`src/hdl/pwm_pkg.sv`:
```
package pwm_pkg;

  // Bus and counter widths
  localparam int DATA_W = 16;
  localparam int ADDR_W = 4;
  localparam int FRAC_W = 5;
  localparam int SEL_W = 2;
  localparam int RATE_W = 4;
  localparam int SAFE_W = 2;
  localparam int NUM_EDGES = 4;

  // Register word addresses
  localparam logic [ADDR_W-1:0] REG_CONTROL = 4'h0;
  localparam logic [ADDR_W-1:0] REG_START = 4'h1;
  localparam logic [ADDR_W-1:0] REG_PERIOD = 4'h2;
  localparam logic [ADDR_W-1:0] REG_EDGE_BASE = 4'h3;
  localparam logic [ADDR_W-1:0] REG_PFRAC = 4'h7;
  localparam logic [ADDR_W-1:0] REG_EFRAC_BASE = 4'h8;
  localparam logic [ADDR_W-1:0] REG_FRAC_CTRL = 4'hC;
  localparam logic [ADDR_W-1:0] REG_STATUS = 4'hD;
  localparam logic [ADDR_W-1:0] REG_COUNT = 4'hE;

  // Control field positions
  localparam int CTL_SEL_LSB = 0;
  localparam int CTL_FORCE_INIT = 2;
  localparam int CTL_RATE_LSB = 4;
  localparam int CTL_AUTO_CLR = 8;
  localparam int CTL_SAFE_A_LSB = 9;
  localparam int CTL_SAFE_B_LSB = 11;

  // Fraction control and status bits
  localparam int FRAC_EN_BIT = 0;
  localparam int ST_FAULT = 0;
  localparam int ST_PHIT = 1;
  localparam int ST_CLR_REQ = 2;

  // Reset values
  localparam logic [DATA_W-1:0] CONTROL_RST = 16'h0000;
  localparam logic [DATA_W-1:0] START_RST = 16'h0000;
  localparam logic [DATA_W-1:0] PERIOD_RST = 16'hFFFF;
  localparam logic [DATA_W-1:0] ZERO_WORD = 16'h0000;

  typedef enum logic [1:0] {
    INIT_LOCAL = 2'b00,
    INIT_MRELOAD = 2'b01,
    INIT_MSYNC = 2'b10,
    INIT_EXT = 2'b11
  } init_sel_e;

  typedef struct packed {
    logic [ADDR_W-1:0] addr;
    logic [DATA_W-1:0] wdata;
    logic wr;
    logic rd;
  } bus_req_s;

  typedef struct packed {
    logic a;
    logic a_oe;
    logic b;
    logic b_oe;
  } pins_s;

endpackage : pwm_pkg

```
`src/hdl/pwm_submodule.sv`:
```
module pwm_submodule #(
  parameter int CNT_W = 16
) (
  input wire logic clk_sys,
  input wire logic sys_rst,
  input wire pwm_pkg::bus_req_s bus,
  output logic [pwm_pkg::DATA_W-1:0] rdata,
  input wire logic master_sync_in,
  input wire logic master_reload_in,
  input wire logic external_sync_input,
  input wire logic force_in,
  input wire logic fault_in,
  output logic local_sync_out,
  output logic master_reload_out,
  output pwm_pkg::pins_s pins,
  output logic [pwm_pkg::FRAC_W-1:0] fine_a,
  output logic [pwm_pkg::FRAC_W-1:0] fine_b
);
  import pwm_pkg::*;

  if (CNT_W != DATA_W) begin : g_width_check
    $error("CNT_W must equal the register width");
  end

  ////////////////////////////////////////////////////////////////////////////
  // Registers and state

  logic [DATA_W-1:0] control;
  logic [CNT_W-1:0] start_value;
  logic [CNT_W-1:0] period_compare;
  logic [CNT_W-1:0] edge_cmp [NUM_EDGES];
  logic [DATA_W-1:0] period_fraction;
  logic [DATA_W-1:0] edge_fraction [NUM_EDGES];
  logic frac_en;
  logic [CNT_W-1:0] count;
  logic [DATA_W-1:0] acc;
  logic stretch;
  logic phit;
  logic fault_latch;
  logic clr_req;
  logic [RATE_W-1:0] reload_cnt;
  logic raw_a;
  logic raw_b;

  init_sel_e sel;
  logic force_init_enable;
  logic auto_clr;
  logic src_evt;
  logic init_evt;
  logic local_hit;
  logic [DATA_W:0] acc_sum;
  logic [FRAC_W:0] dly [NUM_EDGES];
  logic [NUM_EDGES-1:0] edge_hit;
  logic status_wr;

  // Counter equals compare plus a carry of one clock
  function automatic logic hit(input logic [CNT_W-1:0] cnt,
                               input logic [CNT_W-1:0] cmp,
                               input logic carry);
    return {1'b0, cnt} == ({1'b0, cmp} + {{CNT_W{1'b0}}, carry});
  endfunction : hit

  // Edge fraction plus accumulated period fraction, top bits only
  function automatic logic [FRAC_W:0] edge_delay(
    input logic [DATA_W-1:0] frac,
    input logic [DATA_W-1:0] acc_in,
    input logic en);
    if (!en) begin
      return '0;
    end
    return {1'b0, frac[DATA_W-1 -: FRAC_W]} +
           {1'b0, acc_in[DATA_W-1 -: FRAC_W]};
  endfunction : edge_delay

  ////////////////////////////////////////////////////////////////////////////
  // Event decode

  // Init source selection and force event
  always_comb begin
    sel = init_sel_e'(control[CTL_SEL_LSB +: SEL_W]);
    force_init_enable = control[CTL_FORCE_INIT];
    auto_clr = control[CTL_AUTO_CLR];
    local_hit = hit(count, period_compare, stretch);
    unique case (sel)
      INIT_LOCAL: src_evt = local_hit;
      INIT_MRELOAD: src_evt = master_reload_in;
      INIT_MSYNC: src_evt = master_sync_in;
      INIT_EXT: src_evt = external_sync_input;
    endcase
    init_evt = src_evt | (force_init_enable & force_in);
    acc_sum = {1'b0, acc} + {1'b0, period_fraction};
    status_wr = bus.wr && (bus.addr == REG_STATUS);
  end

  // Edge delays and matches
  always_comb begin
    for (int i = 0; i < NUM_EDGES; i++) begin
      dly[i] = edge_delay(edge_fraction[i], acc, frac_en);
      edge_hit[i] = hit(count, edge_cmp[i], dly[i][FRAC_W]);
    end
  end

  ////////////////////////////////////////////////////////////////////////////
  // Register file

  // Software writes
  always_ff @(posedge clk_sys or posedge sys_rst) begin
    if (sys_rst) begin
      control <= CONTROL_RST;
      start_value <= START_RST;
      period_compare <= PERIOD_RST;
      period_fraction <= ZERO_WORD;
      frac_en <= 1'b0;
      for (int i = 0; i < NUM_EDGES; i++) begin
        edge_cmp[i] <= ZERO_WORD;
        edge_fraction[i] <= ZERO_WORD;
      end
    end else if (bus.wr) begin
      for (int i = 0; i < NUM_EDGES; i++) begin
        if (bus.addr == REG_EDGE_BASE + ADDR_W'(i)) begin
          edge_cmp[i] <= bus.wdata;
        end
        if (bus.addr == REG_EFRAC_BASE + ADDR_W'(i)) begin
          edge_fraction[i] <= bus.wdata;
        end
      end
      if (bus.addr == REG_CONTROL) begin
        control <= bus.wdata;
      end
      if (bus.addr == REG_START) begin
        start_value <= bus.wdata;
      end
      if (bus.addr == REG_PERIOD) begin
        period_compare <= bus.wdata;
      end
      if (bus.addr == REG_PFRAC) begin
        period_fraction <= bus.wdata;
      end
      if (bus.addr == REG_FRAC_CTRL) begin
        frac_en <= bus.wdata[FRAC_EN_BIT];
      end
    end
  end

  // Read data, one cycle after the strobe
  always_ff @(posedge clk_sys or posedge sys_rst) begin
    if (sys_rst) begin
      rdata <= ZERO_WORD;
    end else begin
      rdata <= ZERO_WORD;
      if (bus.rd) begin
        for (int i = 0; i < NUM_EDGES; i++) begin
          if (bus.addr == REG_EDGE_BASE + ADDR_W'(i)) begin
            rdata <= edge_cmp[i];
          end
          if (bus.addr == REG_EFRAC_BASE + ADDR_W'(i)) begin
            rdata <= edge_fraction[i];
          end
        end
        if (bus.addr == REG_CONTROL) begin
          rdata <= control;
        end
        if (bus.addr == REG_START) begin
          rdata <= start_value;
        end
        if (bus.addr == REG_PERIOD) begin
          rdata <= period_compare;
        end
        if (bus.addr == REG_PFRAC) begin
          rdata <= period_fraction;
        end
        if (bus.addr == REG_FRAC_CTRL) begin
          rdata[FRAC_EN_BIT] <= frac_en;
        end
        if (bus.addr == REG_STATUS) begin
          rdata[ST_FAULT] <= fault_latch;
          rdata[ST_PHIT] <= phit;
          rdata[ST_CLR_REQ] <= clr_req;
        end
        if (bus.addr == REG_COUNT) begin
          rdata <= count;
        end
      end
    end
  end

  ////////////////////////////////////////////////////////////////////////////
  // Time base

  // Counter load or count up
  always_ff @(posedge clk_sys or posedge sys_rst) begin
    if (sys_rst) begin
      count <= START_RST;
    end else if (init_evt) begin
      count <= start_value;
    end else begin
      count <= count + CNT_W'(1);
    end
  end

  // Period fraction accumulator, carry stretches next period
  always_ff @(posedge clk_sys or posedge sys_rst) begin
    if (sys_rst) begin
      acc <= ZERO_WORD;
      stretch <= 1'b0;
    end else if (!frac_en) begin
      acc <= ZERO_WORD;
      stretch <= 1'b0;
    end else if (local_hit) begin
      acc <= acc_sum[DATA_W-1:0];
      stretch <= acc_sum[DATA_W];
    end
  end

  // Period compare hit flag, set wins over write-one clear
  always_ff @(posedge clk_sys or posedge sys_rst) begin
    if (sys_rst) begin
      phit <= 1'b0;
    end else if (local_hit) begin
      phit <= 1'b1;
    end else if (status_wr && bus.wdata[ST_PHIT]) begin
      phit <= 1'b0;
    end
  end

  // Local sync and master reload pulses for followers
  always_ff @(posedge clk_sys or posedge sys_rst) begin
    if (sys_rst) begin
      local_sync_out <= 1'b0;
      master_reload_out <= 1'b0;
      reload_cnt <= '0;
    end else begin
      local_sync_out <= local_hit;
      master_reload_out <= 1'b0;
      if (local_hit) begin
        if (reload_cnt == control[CTL_RATE_LSB +: RATE_W]) begin
          reload_cnt <= '0;
          master_reload_out <= 1'b1;
        end else begin
          reload_cnt <= reload_cnt + RATE_W'(1);
        end
      end
    end
  end

  ////////////////////////////////////////////////////////////////////////////
  // Edge generation and pins

  // Raw outputs and their fine delay codes
  always_ff @(posedge clk_sys or posedge sys_rst) begin
    if (sys_rst) begin
      raw_a <= 1'b0;
      raw_b <= 1'b0;
      fine_a <= '0;
      fine_b <= '0;
    end else begin
      if (edge_hit[1]) begin
        raw_a <= 1'b0;
        fine_a <= dly[1][FRAC_W-1:0];
      end else if (edge_hit[0]) begin
        raw_a <= 1'b1;
        fine_a <= dly[0][FRAC_W-1:0];
      end
      if (edge_hit[3]) begin
        raw_b <= 1'b0;
        fine_b <= dly[3][FRAC_W-1:0];
      end else if (edge_hit[2]) begin
        raw_b <= 1'b1;
        fine_b <= dly[2][FRAC_W-1:0];
      end
    end
  end

  // Fault latch, cleared only at a full cycle start
  always_ff @(posedge clk_sys or posedge sys_rst) begin
    if (sys_rst) begin
      fault_latch <= 1'b0;
      clr_req <= 1'b0;
    end else begin
      if (fault_in) begin
        fault_latch <= 1'b1;
      end else if (init_evt && (auto_clr || clr_req)) begin
        fault_latch <= 1'b0;
      end
      if (status_wr && bus.wdata[ST_CLR_REQ]) begin
        clr_req <= 1'b1;
      end else if (!fault_latch) begin
        clr_req <= 1'b0;
      end
    end
  end

  // Pin drive with safe state under fault
  always_ff @(posedge clk_sys or posedge sys_rst) begin
    if (sys_rst) begin
      pins <= '0;
    end else if (fault_latch) begin
      pins.a <= control[CTL_SAFE_A_LSB];
      pins.a_oe <= ~control[CTL_SAFE_A_LSB + 1];
      pins.b <= control[CTL_SAFE_B_LSB];
      pins.b_oe <= ~control[CTL_SAFE_B_LSB + 1];
    end else begin
      pins <= '{a: raw_a, a_oe: 1'b1, b: raw_b, b_oe: 1'b1};
    end
  end
endmodule : pwm_submodule

```
`config.mk`:
```
export PLATFORM = sky130hd
export DESIGN_NAME = pwm_submodule
export DESIGN_NICKNAME = d
export VERILOG_FILES = /design/src/hdl/pwm_pkg.sv /design/src/hdl/pwm_submodule.sv
export SDC_FILE = /design/constraint.sdc
export NUM_CORES = 1
export LEC_CHECK = 0
export ABC_AREA = 1
export BUFFER_PORTS_ARGS = -buffer_cell sky130_fd_sc_hd__buf_4
export CORE_MARGIN = 2
export CORE_UTILIZATION = 35
export DETAILED_ROUTE_END_ITERATION = 8
export PLACE_DENSITY = 0.52
export SLEW_MARGIN = 10
export SYNTH_ARGS = -nofsm -noshare
export SYNTH_HDL_FRONTEND = slang
export SYNTH_SLANG_ARGS = --single-unit
export TNS_END_PERCENT = 20
```
`constraint.sdc`:
```
create_clock -name clk_sys -period 14.4 [get_ports clk_sys]
set_input_delay 2.88 -clock clk_sys [delete_from_list [all_inputs] [get_ports clk_sys]]
set_output_delay 2.88 -clock clk_sys [all_outputs]
set_load 0.01 [all_outputs]
```
== After elaboration in Yosys (flattened, before gate mapping) ==
Index checks and enable logic that the tools add are counted.

* Register bits after elaboration: 267
* Bits of input ports: 29

* Reduce and logical (&&, ||, !) cells: 24
* Muxes and demuxes: 44
* Bitwise gates (word level): 4
* Equality and inequality tests: 25
* $add $sub $neg: 12

{| class="wikitable"
|+ Operators by type and width
! kind !! count
|-
| 2-to-1 mux 16 bit || 17
|-
| adder 16 x 1 -> 17 bit || 5
|-
| == test 16 x 17 -> 1 bit || 5
|-
| == test 4 bit, second input constant || 7
|-
| AND reduction 2 bit || 13
|-
| adder 5 x 5 -> 6 bit || 4
|-
| 2-to-1 mux 6 bit || 4
|-
| 2-to-1 mux 5 bit || 4
|-
| adder 16 x 16 -> 17 bit || 1
|-
| adder 16 x 1 -> 16 bit, second input constant || 1
|-
| == test 4 x 3 -> 1 bit, second input constant || 4
|-
| 2-to-1 mux 1 bit || 15
|-
| == test 4 x 2 -> 1 bit, second input constant || 2
|-
| 2-to-1 mux 4 bit || 2
|-
| nonzero test 2 bit || 4
|-
| adder 4 x 1 -> 4 bit, second input constant || 1
|-
| == test 2 bit, second input constant || 2
|-
| == test 4 x 1 -> 1 bit, second input constant || 1
|-
| == test 4 bit || 1
|-
| logical AND 1 bit || 4
|-
| logical NOT 4 bit || 1
|-
| inequality test 2 x 1 -> 1 bit, second input constant || 2
|-
| case mux 1 bit (4 select lines) || 1
|-
| 2-to-1 mux 3 bit || 1
|-
| 6 further kinds || 7
|}

== Logic depth before layout (Yosys ltp) ==
* Depth in word-level cells: 17
* Mapped depth: 25
* Depth with buffers taken out: 24

== Least setup slack after synthesis ==
OpenSTA, ideal clock, no wires.

* Path type: input to register
* Start point: input bus[20] (netlist bit)
* End point: register rdata[10] (netlist bit)
* Library setup time: 0.121 ns
* Setup slack: 10.029 ns
* Arrival: 4.250 ns
* Cell stages on the path: 10
* Buffers on the path: 1
* Cells stage by stage: inv_1 > nand2_1 > nor2_1 > inv_1 > clkbuf_1 > or2_2 > nand2_1 > nand4_1 > nor2_1 > nor2_1

* Longest elaborated chain between the ends: 15
* Elaborated cells between the ends (all ways): 27
* Classes of those cells: eq/ne (12); mux (14); reduce/logical (1)

{| class="wikitable"
|+ RTL lines
! item !! line !! RTL
|-
| start: declaration || pwm_submodule.sv:6 || <nowiki>input wire pwm_pkg::bus_req_s bus,</nowiki>
|-
| == test 4 x 2 -> 1 bit || pwm_submodule.sv:153 || <nowiki>if (bus.addr == REG_EDGE_BASE + ADDR_W'(i)) begin</nowiki>
|-
| 2-to-1 mux 16 bit || pwm_submodule.sv:153 ||
|-
| 2-to-1 mux 16 bit || pwm_submodule.sv:156 || <nowiki>if (bus.addr == REG_EFRAC_BASE + ADDR_W'(i)) begin</nowiki>
|-
| 2-to-1 mux 16 bit || pwm_submodule.sv:153 ||
|-
| 2-to-1 mux 16 bit || pwm_submodule.sv:156 ||
|-
| 2-to-1 mux 16 bit || pwm_submodule.sv:153 ||
|-
| 2-to-1 mux 16 bit || pwm_submodule.sv:156 ||
|-
| 2-to-1 mux 16 bit || pwm_submodule.sv:153 ||
|-
| 2-to-1 mux 16 bit || pwm_submodule.sv:156 ||
|-
| 2-to-1 mux 16 bit || pwm_submodule.sv:160 || <nowiki>if (bus.addr == REG_CONTROL) begin</nowiki>
|-
| 2-to-1 mux 16 bit || pwm_submodule.sv:163 || <nowiki>if (bus.addr == REG_START) begin</nowiki>
|-
| 2-to-1 mux 16 bit || pwm_submodule.sv:166 || <nowiki>if (bus.addr == REG_PERIOD) begin</nowiki>
|-
| 2-to-1 mux 16 bit || pwm_submodule.sv:169 || <nowiki>if (bus.addr == REG_PFRAC) begin</nowiki>
|-
| 2-to-1 mux 16 bit (*) || pwm_submodule.sv:180 || <nowiki>if (bus.addr == REG_COUNT) begin</nowiki>
|-
| 2-to-1 mux 16 bit (*) || pwm_submodule.sv:151 || <nowiki>if (bus.rd) begin</nowiki>
|-
| end signal: assignment || pwm_submodule.sv:167 || <nowiki>rdata <= period_compare;</nowiki>
|-
| end signal: assignment || pwm_submodule.sv:170 || <nowiki>rdata <= period_fraction;</nowiki>
|-
| end signal: assignment || pwm_submodule.sv:181 || <nowiki>rdata <= count;</nowiki>
|-
| end: declaration || pwm_submodule.sv:7 || <nowiki>output logic [pwm_pkg::DATA_W-1:0] rdata,</nowiki>
|}

Mark *: on every way between the ends. The rest lies on a longest branch, timed or not.
A chain may end at the register's enable or synchronous reset.

== Worst setup path in the final report ==
* Start point: input bus[18] (netlist bit)
* End point: register control[7]

* Longest elaborated chain between the ends: 2

{| class="wikitable"
|+ RTL lines
! item !! line !! RTL
|-
| logical NOT 4 bit || pwm_submodule.sv:127 || <nowiki>if (bus.addr == REG_CONTROL) begin</nowiki>
|-
| AND reduction 2 bit (no source line) || -- ||
|-
| end signal: assignment || pwm_submodule.sv:128 || <nowiki>control <= bus.wdata;</nowiki>
|-
| end: declaration || pwm_submodule.sv:28 || <nowiki>logic [DATA_W-1:0] control;</nowiki>
|}

No other way between the ends.

==> metrics.txt <==
largest net degree at the start of global routing 129; first drt pass iteration count 6; Final Cycle Share a little over a third; Final Skew 0.00952 ns; post-route ant nets 0; RSZ-0062 raised after global routing no; Netlist Area Pre-Place roughly 16,000 um^2; crit path DAT roughly 5.6 ns; Final Hold Fails 0; antenna violations before repair 3; Worst Hold Launch edge_fraction[2]; DRC Markers 0; CTS buffer count 34; port bufs 60; die area ~48,000 um^2; syn nets 2,317; design area between 15,000 and 20,000 um^2; outcome complete, no violations; R2R Setup Slk roughly 10 ns; Ys Warns 0; Gate Count Post-Synth 2,235; first-pass GRT wire length slightly above 90 mm; maximum clock path buffer count 3; Max Cap Violations 0; Total Wirelength 62.2 mm; total clock sinks 267; post-synth top area share 38.5%; # fillers 4,821; top cells by area, synth dfrtp_1 39%, nand2_1 17%, o21ai_0 7.9%; r2r endpoint fine_b[2]; Commonest cells post-synth 721 x nand2_1, 258 x o21ai_0, 251 x dfrtp_1; final setup vio count 0; top_reg_cell synth dfrtp_1; initial core utilization 35.3%; dominant cell by count in the synthesized netlist nand2_1; WL/cell 21.7 um; Die Y 220 um; fmax 0.196 GHz; Max-slew headroom about 17%; number of I/O pins around 60; root buf cell clkbuf_16; post-cts sizing count 0; peak supply drop 76.8 uV; number of global-route vias before repair 14,100; sequential-to-total area share from yosys stat 41.1%; power per standard cell area 152 nW/um^2; total track usage 26.1%; Post-synth EDFFs 0; Die X 220 um; Yosys cell types 50; worst slew pin tran 1.24 ns; layout cell share with drive strength beyond 1 8.56%; DPL Wire Length 44.3 mm; Initial DRC Count 1,810; Critical Path Source bus[18]; overall power roughly 2.8 mW; ys async rst share 100%; Syn-to-layout area delta 12.8%; leakage 8.82 nW; CP Data Required Time 14.85 ns; routability congestion estimate around 0.96; post-CTS setup buffers 0; Vias 15,200; register bit total from synthesis 267; clk_lat worst skew 0.55 ns; Final Non-Filler Cells about 2,900; Post-DP Area 17,200 um^2; CP Capture Type flop; Nets 2,322; post-cts hold buffer count 0; Hold WC Path Type flop to flop; crit path to control[7]; pre-CTS WS 8.78 ns; reg2reg start acc[13]; vias per inst approximately 5.3; FF+latch area around 6700 um^2; remaining global-route overflow 0; mean area per synthesized cell 7.30 um^2; Slew Viols, Final 0; core area 46,300 um^2; Worst Path Max Fanout 32; Placed Cells between 2,000 and 3,000; multi-input logic area 8530 um^2; Clk pin slew, worst setup/hold paths 0.06 ns; H-tree depth 2; setup slack after layout 9.30 ns; setup TNS 0 ns; TritonCTS clock tree done; post-layout min period roughly 5 ns; leading area contributor after synthesis dfrtp_1; crit path launch type primary input; FP Rows 79; R2R cell count 20; WS Path Type primary input to flop
[how the worst min path moves through the flow]
stage                                   to  slack (ns)  cells past startpoint
after global placement    edge_fraction[2]        0.46                      2
after CTS                 edge_fraction[2]        0.48                      2
after global routing      edge_fraction[2]        0.50                      2
after floorplan                    pins[0]        0.43                      1
final                     edge_fraction[2]        0.48                      2
after detailed placement  edge_fraction[2]        0.47                      2
[per-stage QoR]
stage / utilization [%] / hold WS (ns)
floorplan: - / 0.428
global placement: 37.1 / 0.459
detailed placement: 37.1 / 0.466
CTS: 39.8 / 0.480
global route: 39.8 / 0.497
finish: 39.8 / 0.477
[per-layer routing]
metal	up-vias	routed length [um]	GRT usage, %
li1	7276	-	-
met1	7223	28900	37.9
met2	572	26200	38.6
met3	96	5230	5.85
met4	0	1880	7.92
met5	-	0	0
[cells in the final DEF, fill, tap and decap left out, types with 34 or more instances in the layout]
| cell type | count |
|---|---|
| nand2_1 | 721 |
| clkbuf_16 | 34 |
| inv_1 | 171 |
| a21oi_1 | 50 |
| ha_1 | 48 |
| o21ai_0 | 258 |
| nand4_1 | 51 |
| nand3_1 | 154 |
| xor2_1 | 71 |
| buf_4 | 68 |
| nor2_1 | 172 |
| dfrtp_1 | 251 |
[kinds of logic after synthesis]
kind of cell,Yosys count,synth area share [%]
AND/OR/NAND/NOR,1180,30.8
adder cells (fa/ha/maj),53,4.30
AO/OA/AOI/OAI,357,11.6
XOR/XNOR,101,5.59
buffers and inverters,277,6.61
flip-flops,267,41.1
[worst max-delay path, cell delays in order]
cell and delay (ns):
buf_4 0.12, inv_1 0.06, nand2_1 0.19, nor2_1 0.99, nand2_1 0.88, o21ai_0 0.42
[layout make-up]
cell class / instances / share of cell area, %
multi-input cells: 1691 / 46.4
flip-flops and latches: 267 / 36.4
clock buffers: 46 / 5.20
well taps: 607 / 4.13
inverters: 178 / 3.67
repair buffers: 68 / 2.78
clock inverters: 16 / 1.39
diodes: 1 / 0.0136
[state kept, by name, summed over array words and instances, names as in the netlist, 4 cells and up]
name / flops
acc: 16
control: 16
count: 16
edge_cmp: 64
edge_fraction: 64
fine_a: 5
fine_b: 5
period_compare: 16
period_fraction: 16
pins: 4
rdata: 16
reload_cnt: 4
start_value: 16
[power breakdown]
group,internal [mW],switching [mW]
combinational,0.256,0.442
sequential,0.906,0.254
clock,0.577,0.359
total,1.74,1.06
Power figures use the tool's default switching activity.
